<file path="config.mk">
export PLATFORM = sky130hd
export DESIGN_NAME = rsecc_command_triggers
export DESIGN_NICKNAME = d
export VERILOG_FILES = /design/src/rsecc_pkg.sv /design/src/rsecc_command_triggers.sv
export SDC_FILE = /design/constraint.sdc
export NUM_CORES = 1
export LEC_CHECK = 0
export ABC_AREA = 1
export BUFFER_PORTS_ARGS = -buffer_cell sky130_fd_sc_hd__buf_4
export CORE_MARGIN = 2
export CORE_UTILIZATION = 55
export DETAILED_ROUTE_END_ITERATION = 8
export HOLD_SLACK_MARGIN = 0.08
export PLACE_DENSITY = 0.84
export SYNTH_ARGS = -nofsm -noshare
export SYNTH_HDL_FRONTEND = slang
export SYNTH_SLANG_ARGS = --single-unit
export TNS_END_PERCENT = 10
</file>
<file path="constraint.sdc">
create_clock -name clock -period 2 [get_ports clock]
set_input_delay 0 -clock clock [delete_from_list [all_inputs] [get_ports clock]]
set_output_delay 0 -clock clock [all_outputs]
set_load 0.01 [all_outputs]
</file>
<file path="src/rsecc_pkg.sv">
// Constants shared by the Reed-Solomon command-trigger block
// Assumes a 32-bit classic Wishbone register bus with byte addresses
package rsecc_pkg;
   // -------------------------------------------------------------
   // Register byte offsets
   // -------------------------------------------------------------
   localparam logic [7:0] ADR_CMD   = 8'h68;
   localparam logic [7:0] ADR_WPAR1 = 8'h78;
   localparam logic [7:0] ADR_WPAR2 = 8'h7C;
   localparam logic [7:0] ADR_WPAR3 = 8'h80;
   localparam logic [7:0] ADR_STAT  = 8'h84;
   localparam logic [7:0] ADR_IRQST = 8'h88;
   localparam logic [7:0] ADR_IRQMK = 8'h8C;
   // -------------------------------------------------------------
   // Field positions and reset values
   // -------------------------------------------------------------
   localparam int          BIT_ENABLE    = 0;
   localparam int          BIT_RELOAD    = 1;
   localparam int          BIT_PRECOMP   = 2;
   localparam int          IRQ_READDONE  = 0;
   localparam int          IRQ_PRECOMP   = 1;
   localparam int          IRQ_RELOAD    = 2;
   localparam int          IRQ_BITS      = 3;
   localparam logic [71:0] PARITY_RESET  = 72'h0;
   localparam logic [1:0]  OUTCOME_CLEAN = 2'h0;
   localparam logic [1:0]  OUTCOME_FIX   = 2'h1;
   localparam int          BLOCK_BYTES   = 512;
   localparam int          PARITY_BYTES  = 9;
   typedef enum logic [1:0] {RS_IDLE, RS_PRECOMP, RS_RELOAD} rsecc_state_t;
endpackage

</file>
<file path="src/rsecc_command_triggers.sv">
// What this block does
// - Bit 2 starts parity pre-compute, self-clears
// - Pre-compute drains 512 transmit bytes through encoder
// - Pre-compute bytes never reach the flash
// - Nine parity bytes readable after pre-compute
// - Bit 1 reload only after correctable errors
// - Reload fills input FIFO with corrected block
// - Enable bit gates outcome capture and both pass starts, not the readDone interrupt
// - Two-bit outcome: 00 clean, 01 fixable, 1x bad
//
// Command-trigger part of the Reed-Solomon engine, with Wishbone slave
// Assumes byte streams with valid/ready and a one-cycle readDone pulse
`timescale 1ns/10ps
module rsecc_command_triggers
   import rsecc_pkg::*;
#(
   parameter int BLOCK = BLOCK_BYTES
) (
   input  wire logic        clock,
   input  wire logic        rst_n,
   input  wire logic        ce,
   input  wire logic        wbCyc,
   input  wire logic        wbStb,
   input  wire logic        wbWe,
   input  wire logic [7:0]  wbAdr,
   input  wire logic [3:0]  wbSel,
   input  wire logic [31:0] wbDatI,
   output logic      [31:0] wbDatO,
   output logic             wbAck,
   input  wire logic [7:0]  txData,
   input  wire logic        txValid,
   output logic             txReady,
   output logic             flashHold,
   input  wire logic [7:0]  corrData,
   input  wire logic        corrValid,
   output logic             corrReady,
   output logic [7:0]       inData,
   output logic             inValid,
   input  wire logic        inReady,
   input  wire logic        readDone,
   input  wire logic [1:0]  outcomeIn,
   output logic             codeCheckEnable,
   output logic             irq
);
   // Refuse block sizes that the 10-bit byte counter cannot serve
   if (BLOCK < 2 || BLOCK > 1024) begin : g_bad_block
      $error("BLOCK must lie in 2..1024");
   end

   localparam logic [9:0] LAST = 10'(BLOCK - 1);

   rsecc_state_t         state;
   logic [9:0]           count;
   logic [71:0]          writeParity;
   logic [1:0]           readOutcome;
   logic [IRQ_BITS-1:0]  intStatus;
   logic [IRQ_BITS-1:0]  intMask;

   // -------------------------------------------------------------
   // Bus decode
   // -------------------------------------------------------------
   wire        req       = wbCyc & wbStb & ~wbAck;
   wire        wr        = req & wbWe & ce;
   wire        wrCmd     = wr && wbAdr == ADR_CMD && wbSel[0];
   wire        wrIrqSt   = wr && wbAdr == ADR_IRQST && wbSel[0];
   wire        wrIrqMk   = wr && wbAdr == ADR_IRQMK && wbSel[0];
   wire        busyPre   = state == RS_PRECOMP;
   wire        busyRel   = state == RS_RELOAD;
   // Trigger bits read as busy flags
   wire [31:0] cmdRead   = {29'h0, busyPre, busyRel, codeCheckEnable};
   wire        goPre     = wrCmd && wbDatI[BIT_PRECOMP] && codeCheckEnable && state == RS_IDLE;
   wire        goRel     = wrCmd && wbDatI[BIT_RELOAD] && codeCheckEnable && state == RS_IDLE
                           && readOutcome == OUTCOME_FIX;
   wire [31:0] readMux   = (wbAdr == ADR_CMD)   ? cmdRead :
                           (wbAdr == ADR_WPAR1) ? writeParity[31:0] :
                           (wbAdr == ADR_WPAR2) ? writeParity[63:32] :
                           (wbAdr == ADR_WPAR3) ? {24'h0, writeParity[71:64]} :
                           (wbAdr == ADR_STAT)  ? {30'h0, readOutcome} :
                           (wbAdr == ADR_IRQST) ? {29'h0, intStatus} :
                           (wbAdr == ADR_IRQMK) ? {29'h0, intMask} : 32'h0;

   // -------------------------------------------------------------
   // Streams
   // -------------------------------------------------------------
   // Pre-compute pass: bytes go to the encoder only, flash path held off
   assign txReady   = busyPre;
   assign flashHold = busyPre;
   assign corrReady = busyRel && (!inValid || inReady);
   wire   txTake    = ce && txValid && txReady;
   wire   corrTake  = ce && corrValid && corrReady;
   wire   lastByte  = count == LAST;
   wire   preDone   = txTake && lastByte;
   wire   relDone   = corrTake && lastByte;

   // Byte-serial shift encoder; feedback folds incoming byte into the top
   wire [7:0]  feedback   = txData ^ writeParity[71:64];
   wire [71:0] nextParity = {writeParity[63:0], 8'h00} ^ {PARITY_BYTES{feedback}};

   wire [IRQ_BITS-1:0] events   = {relDone, preDone, ce & readDone};
   wire [IRQ_BITS-1:0] clearMsk = wrIrqSt ? wbDatI[IRQ_BITS-1:0] : '0;
   assign irq = |(intStatus & intMask);

   // -------------------------------------------------------------
   // Bus slave
   // -------------------------------------------------------------
   always_ff @(posedge clock or negedge rst_n) begin
      if (!rst_n) begin
         wbAck  <= 1'b0;
         wbDatO <= 32'h0;
      end else if (ce) begin
         wbAck  <= wbCyc & wbStb & ~wbAck;
         wbDatO <= readMux;
      end
   end

   always_ff @(posedge clock or negedge rst_n) begin
      if (!rst_n) begin
         codeCheckEnable <= 1'b0;
         intMask         <= '0;
      end else begin
         if (wrCmd) codeCheckEnable <= wbDatI[BIT_ENABLE];
         if (wrIrqMk) intMask <= wbDatI[IRQ_BITS-1:0];
      end
   end

   // Set wins over a simultaneous write-one clear
   always_ff @(posedge clock or negedge rst_n) begin
      if (!rst_n) intStatus <= '0;
      else intStatus <= (intStatus & ~clearMsk) | events;
   end

   // -------------------------------------------------------------
   // Sequencer
   // -------------------------------------------------------------
   always_ff @(posedge clock or negedge rst_n) begin
      if (!rst_n) begin
         state <= RS_IDLE;
         count <= 10'h0;
      end else if (ce) begin
         case (state)
            RS_IDLE: begin
               count <= 10'h0;
               if (goPre) state <= RS_PRECOMP;
               else if (goRel) state <= RS_RELOAD;
            end
            RS_PRECOMP: begin
               if (txTake) count <= count + 10'h1;
               if (preDone) state <= RS_IDLE;
            end
            RS_RELOAD: begin
               if (corrTake) count <= count + 10'h1;
               if (relDone) state <= RS_IDLE;
            end
            default: state <= RS_IDLE;
         endcase
      end
   end

   always_ff @(posedge clock or negedge rst_n) begin
      if (!rst_n) writeParity <= PARITY_RESET;
      else if (ce && goPre) writeParity <= PARITY_RESET;
      else if (txTake) writeParity <= nextParity;
   end

   always_ff @(posedge clock or negedge rst_n) begin
      if (!rst_n) readOutcome <= OUTCOME_CLEAN;
      else if (ce && readDone && codeCheckEnable) readOutcome <= outcomeIn;
   end

   always_ff @(posedge clock or negedge rst_n) begin
      if (!rst_n) begin
         inValid <= 1'b0;
         inData  <= 8'h00;
      end else if (corrTake) begin
         inValid <= 1'b1;
         inData  <= corrData;
      end else if (ce && inReady) begin
         inValid <= 1'b0;
      end
   end

   // -------------------------------------------------------------
   // Checks
   // -------------------------------------------------------------
   property p_pre_bit_clear;
      @(posedge clock) disable iff (!rst_n) preDone |=> !cmdRead[BIT_PRECOMP] && intStatus[IRQ_PRECOMP];
   endproperty
   a_pre_bit_clear: assert property (p_pre_bit_clear) else $error("precompute bit stuck");

   property p_pre_ends;
      @(posedge clock) disable iff (!rst_n) (busyPre && txTake && count == LAST) |=> state == RS_IDLE;
   endproperty
   a_pre_ends: assert property (p_pre_ends) else $error("precompute did not end on last byte");

   property p_no_flash;
      @(posedge clock) disable iff (!rst_n) (state == RS_PRECOMP) |-> flashHold && !corrReady;
   endproperty
   a_no_flash: assert property (p_no_flash) else $error("flash path open during precompute");

   property p_parity_kept;
      @(posedge clock) disable iff (!rst_n) (busyPre && preDone) |=> writeParity == $past(nextParity) ##1
         (state != RS_IDLE || writeParity == $past(writeParity));
   endproperty
   a_parity_kept: assert property (p_parity_kept) else $error("parity not captured");

   property p_reload_cause;
      @(posedge clock) disable iff (!rst_n) $rose(busyRel) |-> $past(readOutcome) == OUTCOME_FIX
         && $past(codeCheckEnable);
   endproperty
   a_reload_cause: assert property (p_reload_cause) else $error("reload without correctable errors");

   property p_reload_data;
      @(posedge clock) disable iff (!rst_n) corrTake |=> inValid && inData == $past(corrData);
   endproperty
   a_reload_data: assert property (p_reload_data) else $error("corrected byte not loaded");

   property p_disabled_idle;
      @(posedge clock) disable iff (!rst_n) (state == RS_IDLE && !codeCheckEnable) |=> state == RS_IDLE;
   endproperty
   a_disabled_idle: assert property (p_disabled_idle) else $error("pass started while disabled");

   property p_outcome;
      @(posedge clock) disable iff (!rst_n) (ce && readDone && codeCheckEnable) |=>
         readOutcome == $past(outcomeIn) && intStatus[IRQ_READDONE];
   endproperty
   a_outcome: assert property (p_outcome) else $error("read outcome not reported");

   property p_busy_read;
      @(posedge clock) disable iff (!rst_n) busyRel |-> cmdRead[BIT_RELOAD] && !cmdRead[BIT_PRECOMP];
   endproperty
   a_busy_read: assert property (p_busy_read) else $error("reload bit not showing busy");
endmodule

</file>
==> results.cfg <==
[clock_network]
cts_root_buf = clkbuf_16
insertion_delay_ns = 0.42
clkSlewWorstSetupHoldPaths_ns = 0.06
cts.sinks = 135
clock_tree.buffer_depth = 2
cts_tree = done
cts_max_level = 4
cts_buffers = 17

[finish]
final-seq-area_sq_mm = 0.00338
multi_input_area_sq_mm = 0.00325
syn2layout_area_growth_pct = 23.6
mostFrequentLayoutCells = 254 x nand2_1, 145 x nor2_1, 135 x dfrtp_1, 102 x buf_4, 62 x nand3_1
drive_gt1_frac = 0.154
diodes = 0
mostFrequentLayoutCell = nand2_1
fillers = 952
nets = 1111

[synth]
synth_top_family_by_area = simple AND/OR/NAND/NOR gates
ys_seq_elements = 135
syn_inst = 928
synth_fa_ha_area_frac = 0.00876
synth_cell_types = 36
synth-edff-count = 0
yosys.area_share.xor_xnor = 0.0159
syn_area_sq_mm = 0.00715
ys_seq_area_frac = 0.473
synthSimpleGateAreaFrac = 0.295
synth_mux_area_frac = 0
syn-num-nets = 1005
syn_area_per_cell_sq_um = 7.70
synth-compound-area-share = 0.135
synth_warnings = 0
ys.flop_type = dfrtp_1
async_reset_ff_frac = 1.00

[place]
io_buffers = 86
dp_hpwl_um = 11100
gp_congestion = 0.830
dp_slack_ns = 0.154

[grt]
antenna_found_initial = 0
grt_overflow_total = 0
grt_pass1_vias = 6199
grt_max_degree = 65
grt_pass1_wl_um = 30500
grtUsageTotal = 0.271

[worst_setup_path]
timing.critical_path.arrival_ns = 2.22
critPathKind = reg -> reg
worstPathMaxFanout = 6
cp_data_required_time_ns = 2.30
start_kind = flip-flop
critical_path.endpoint_type = flip-flop

[routing]
drtIter0Drc = 751
route.detailed.drc = 0
ant_nets = 0
vias = 6782
viasPerCell = 5.56
wl_per_cell_um = 15.2
dr.pass1.iters = 7
wirelength_um = 18500

[run_status]
run_status = finished, final reports clean

[power_and_ir_drop]
cellPowerDensity_mw_per_mm2 = 753
totalPowerFinal_mw = 6.65
ir_drop_mv = 0.548
p_leak_nw = 4.41

[sta]
fin_ws_ns = 0.0779
tns_ns = 0
whs_ns = 0.107
hold_viol_final = 0
period_share = 0.961
rsz0062_at_grt = false
relSlewSlack = 0.613
setup_viol_count_final = 0
maxSlewViolCount = 0
tightestPinTransition_ns = 0.579
fmax_mhz = 520
fin_crit_ns = 1.92
fin_skew_ns = 0.00837

[flow_run]
drv_cap = 0

[die]
die_x_um = 118
die_h_um = 118
coreArea_sq_mm = 0.0127
die_area_sq_mm = 0.0139
rows = 41
pin_count = 119
initial_utilization = 0.564

[hold_path]
hp-class = in -> reg
-- critical path: stages (launching register included) --
cell	delay, ns
dfrtp_1	0.40
nor2_1	0.11
nand2_1	0.10
nor2_4	0.18
nand3_1	0.17
o21ai_1	0.22
nand2_1	0.07
dlygate4sd3_1	0.56
-- kinds of logic (layout without fill, tap and decap cells) --
logic type	after synthesis	in the layout
and+or+nand+nor	500	500
AOI/OAI and AO/OA	166	166
buffers and inverters	109	228
adders and majority gates	5	5
xor gates and xnor gates	13	13
DFF	135	135
-- state kept, by name, indices dropped and copies added (netlist names) --
signal and flops:
writeParity 72, intStatus 3, intMask 3, inData 8, count 10, wbDatO 32
wbAck 1, readOutcome 2, codeCheckEnable 1, state 2, inValid 1
-- where the power goes --
group	internal, mW	total [mW]	switching, mW	leakage [nW]
logic	0.237	0.566	0.329	2.36
clock network	2.03	3.19	1.16	0.289
registers	2.81	2.89	0.0808	1.77
total	5.08	6.65	1.57	4.41
-- final timing paths --
check,start,to,slack [ns],cells past startpoint
setup / recovery,wbAck,intStatus[0],0.08,7
hold / removal,corrValid,inData[6],0.11,6
setup reg to reg,wbAck,intStatus[0],0.08,7
hold reg to reg,inData[5],inData[5],0.47,2
max in group asynchronous,rst_n,writeParity[2],1.25,3
min in group asynchronous,rst_n,inData[6],0.12,2
-- repair_timing --
item | in CTS | in global routing
setup buffers | 0 | 0
endpoints found under the hold margin | 158 | 0
gates resized for setup | 0 | 2
endpoints found under the setup margin | 0 | 3
hold buffers | 28 | 0
-- metrics by stage --
| stage | instance area (sq um) | std cells | util |
|---|---|---|---|
| floorplan | 7150 | 928 | - |
| global placement | 7950 | 1159 | 0.627 |
| detailed placement | 7950 | 1159 | 0.627 |
| CTS | 8830 | 1219 | 0.697 |
| global route | 8830 | 1219 | 0.697 |
| finish | 8830 | 1219 | 0.697 |
-- layout make-up --
| class | count | area share |
|---|---|---|
| Multi-Input combinational cell | 684 | 0.368 |
| Timing Repair Buffer | 136 | 0.131 |
| Clock inverter | 6 | 0.00992 |
| Inverter | 60 | 0.0255 |
| Clock buffer | 26 | 0.0588 |
| Sequential cell | 135 | 0.382 |
| Tap cell | 172 | 0.0244 |
-- layer usage --
metal  part of all wire  vias up  global-route usage  routed length (um)
li1                   -     3255                   -                   -
met1               0.43     3192               0.374                7990
met2               0.47      296               0.416                8760
met3              0.071       39              0.0630                1310
met4              0.024        0               0.104                 449
met5                  0        -                   0                   0
-- cell usage after synthesis (all sizes together) (8+ instances only) --
cell | number | area [sq um]
a21o | 19 | 143
a21oi | 49 | 249
buf | 40 | 258
clkbuf | 9 | 33.8
dfrtp | 135 | 3380
inv | 60 | 225
nand2 | 258 | 978
nand3 | 64 | 330
nand4 | 10 | 68.8
nor2 | 154 | 634
nor3b | 8 | 60.1
o21ai | 40 | 200
o22ai | 50 | 313
Note: power is estimated with default switching activity, not from simulation.
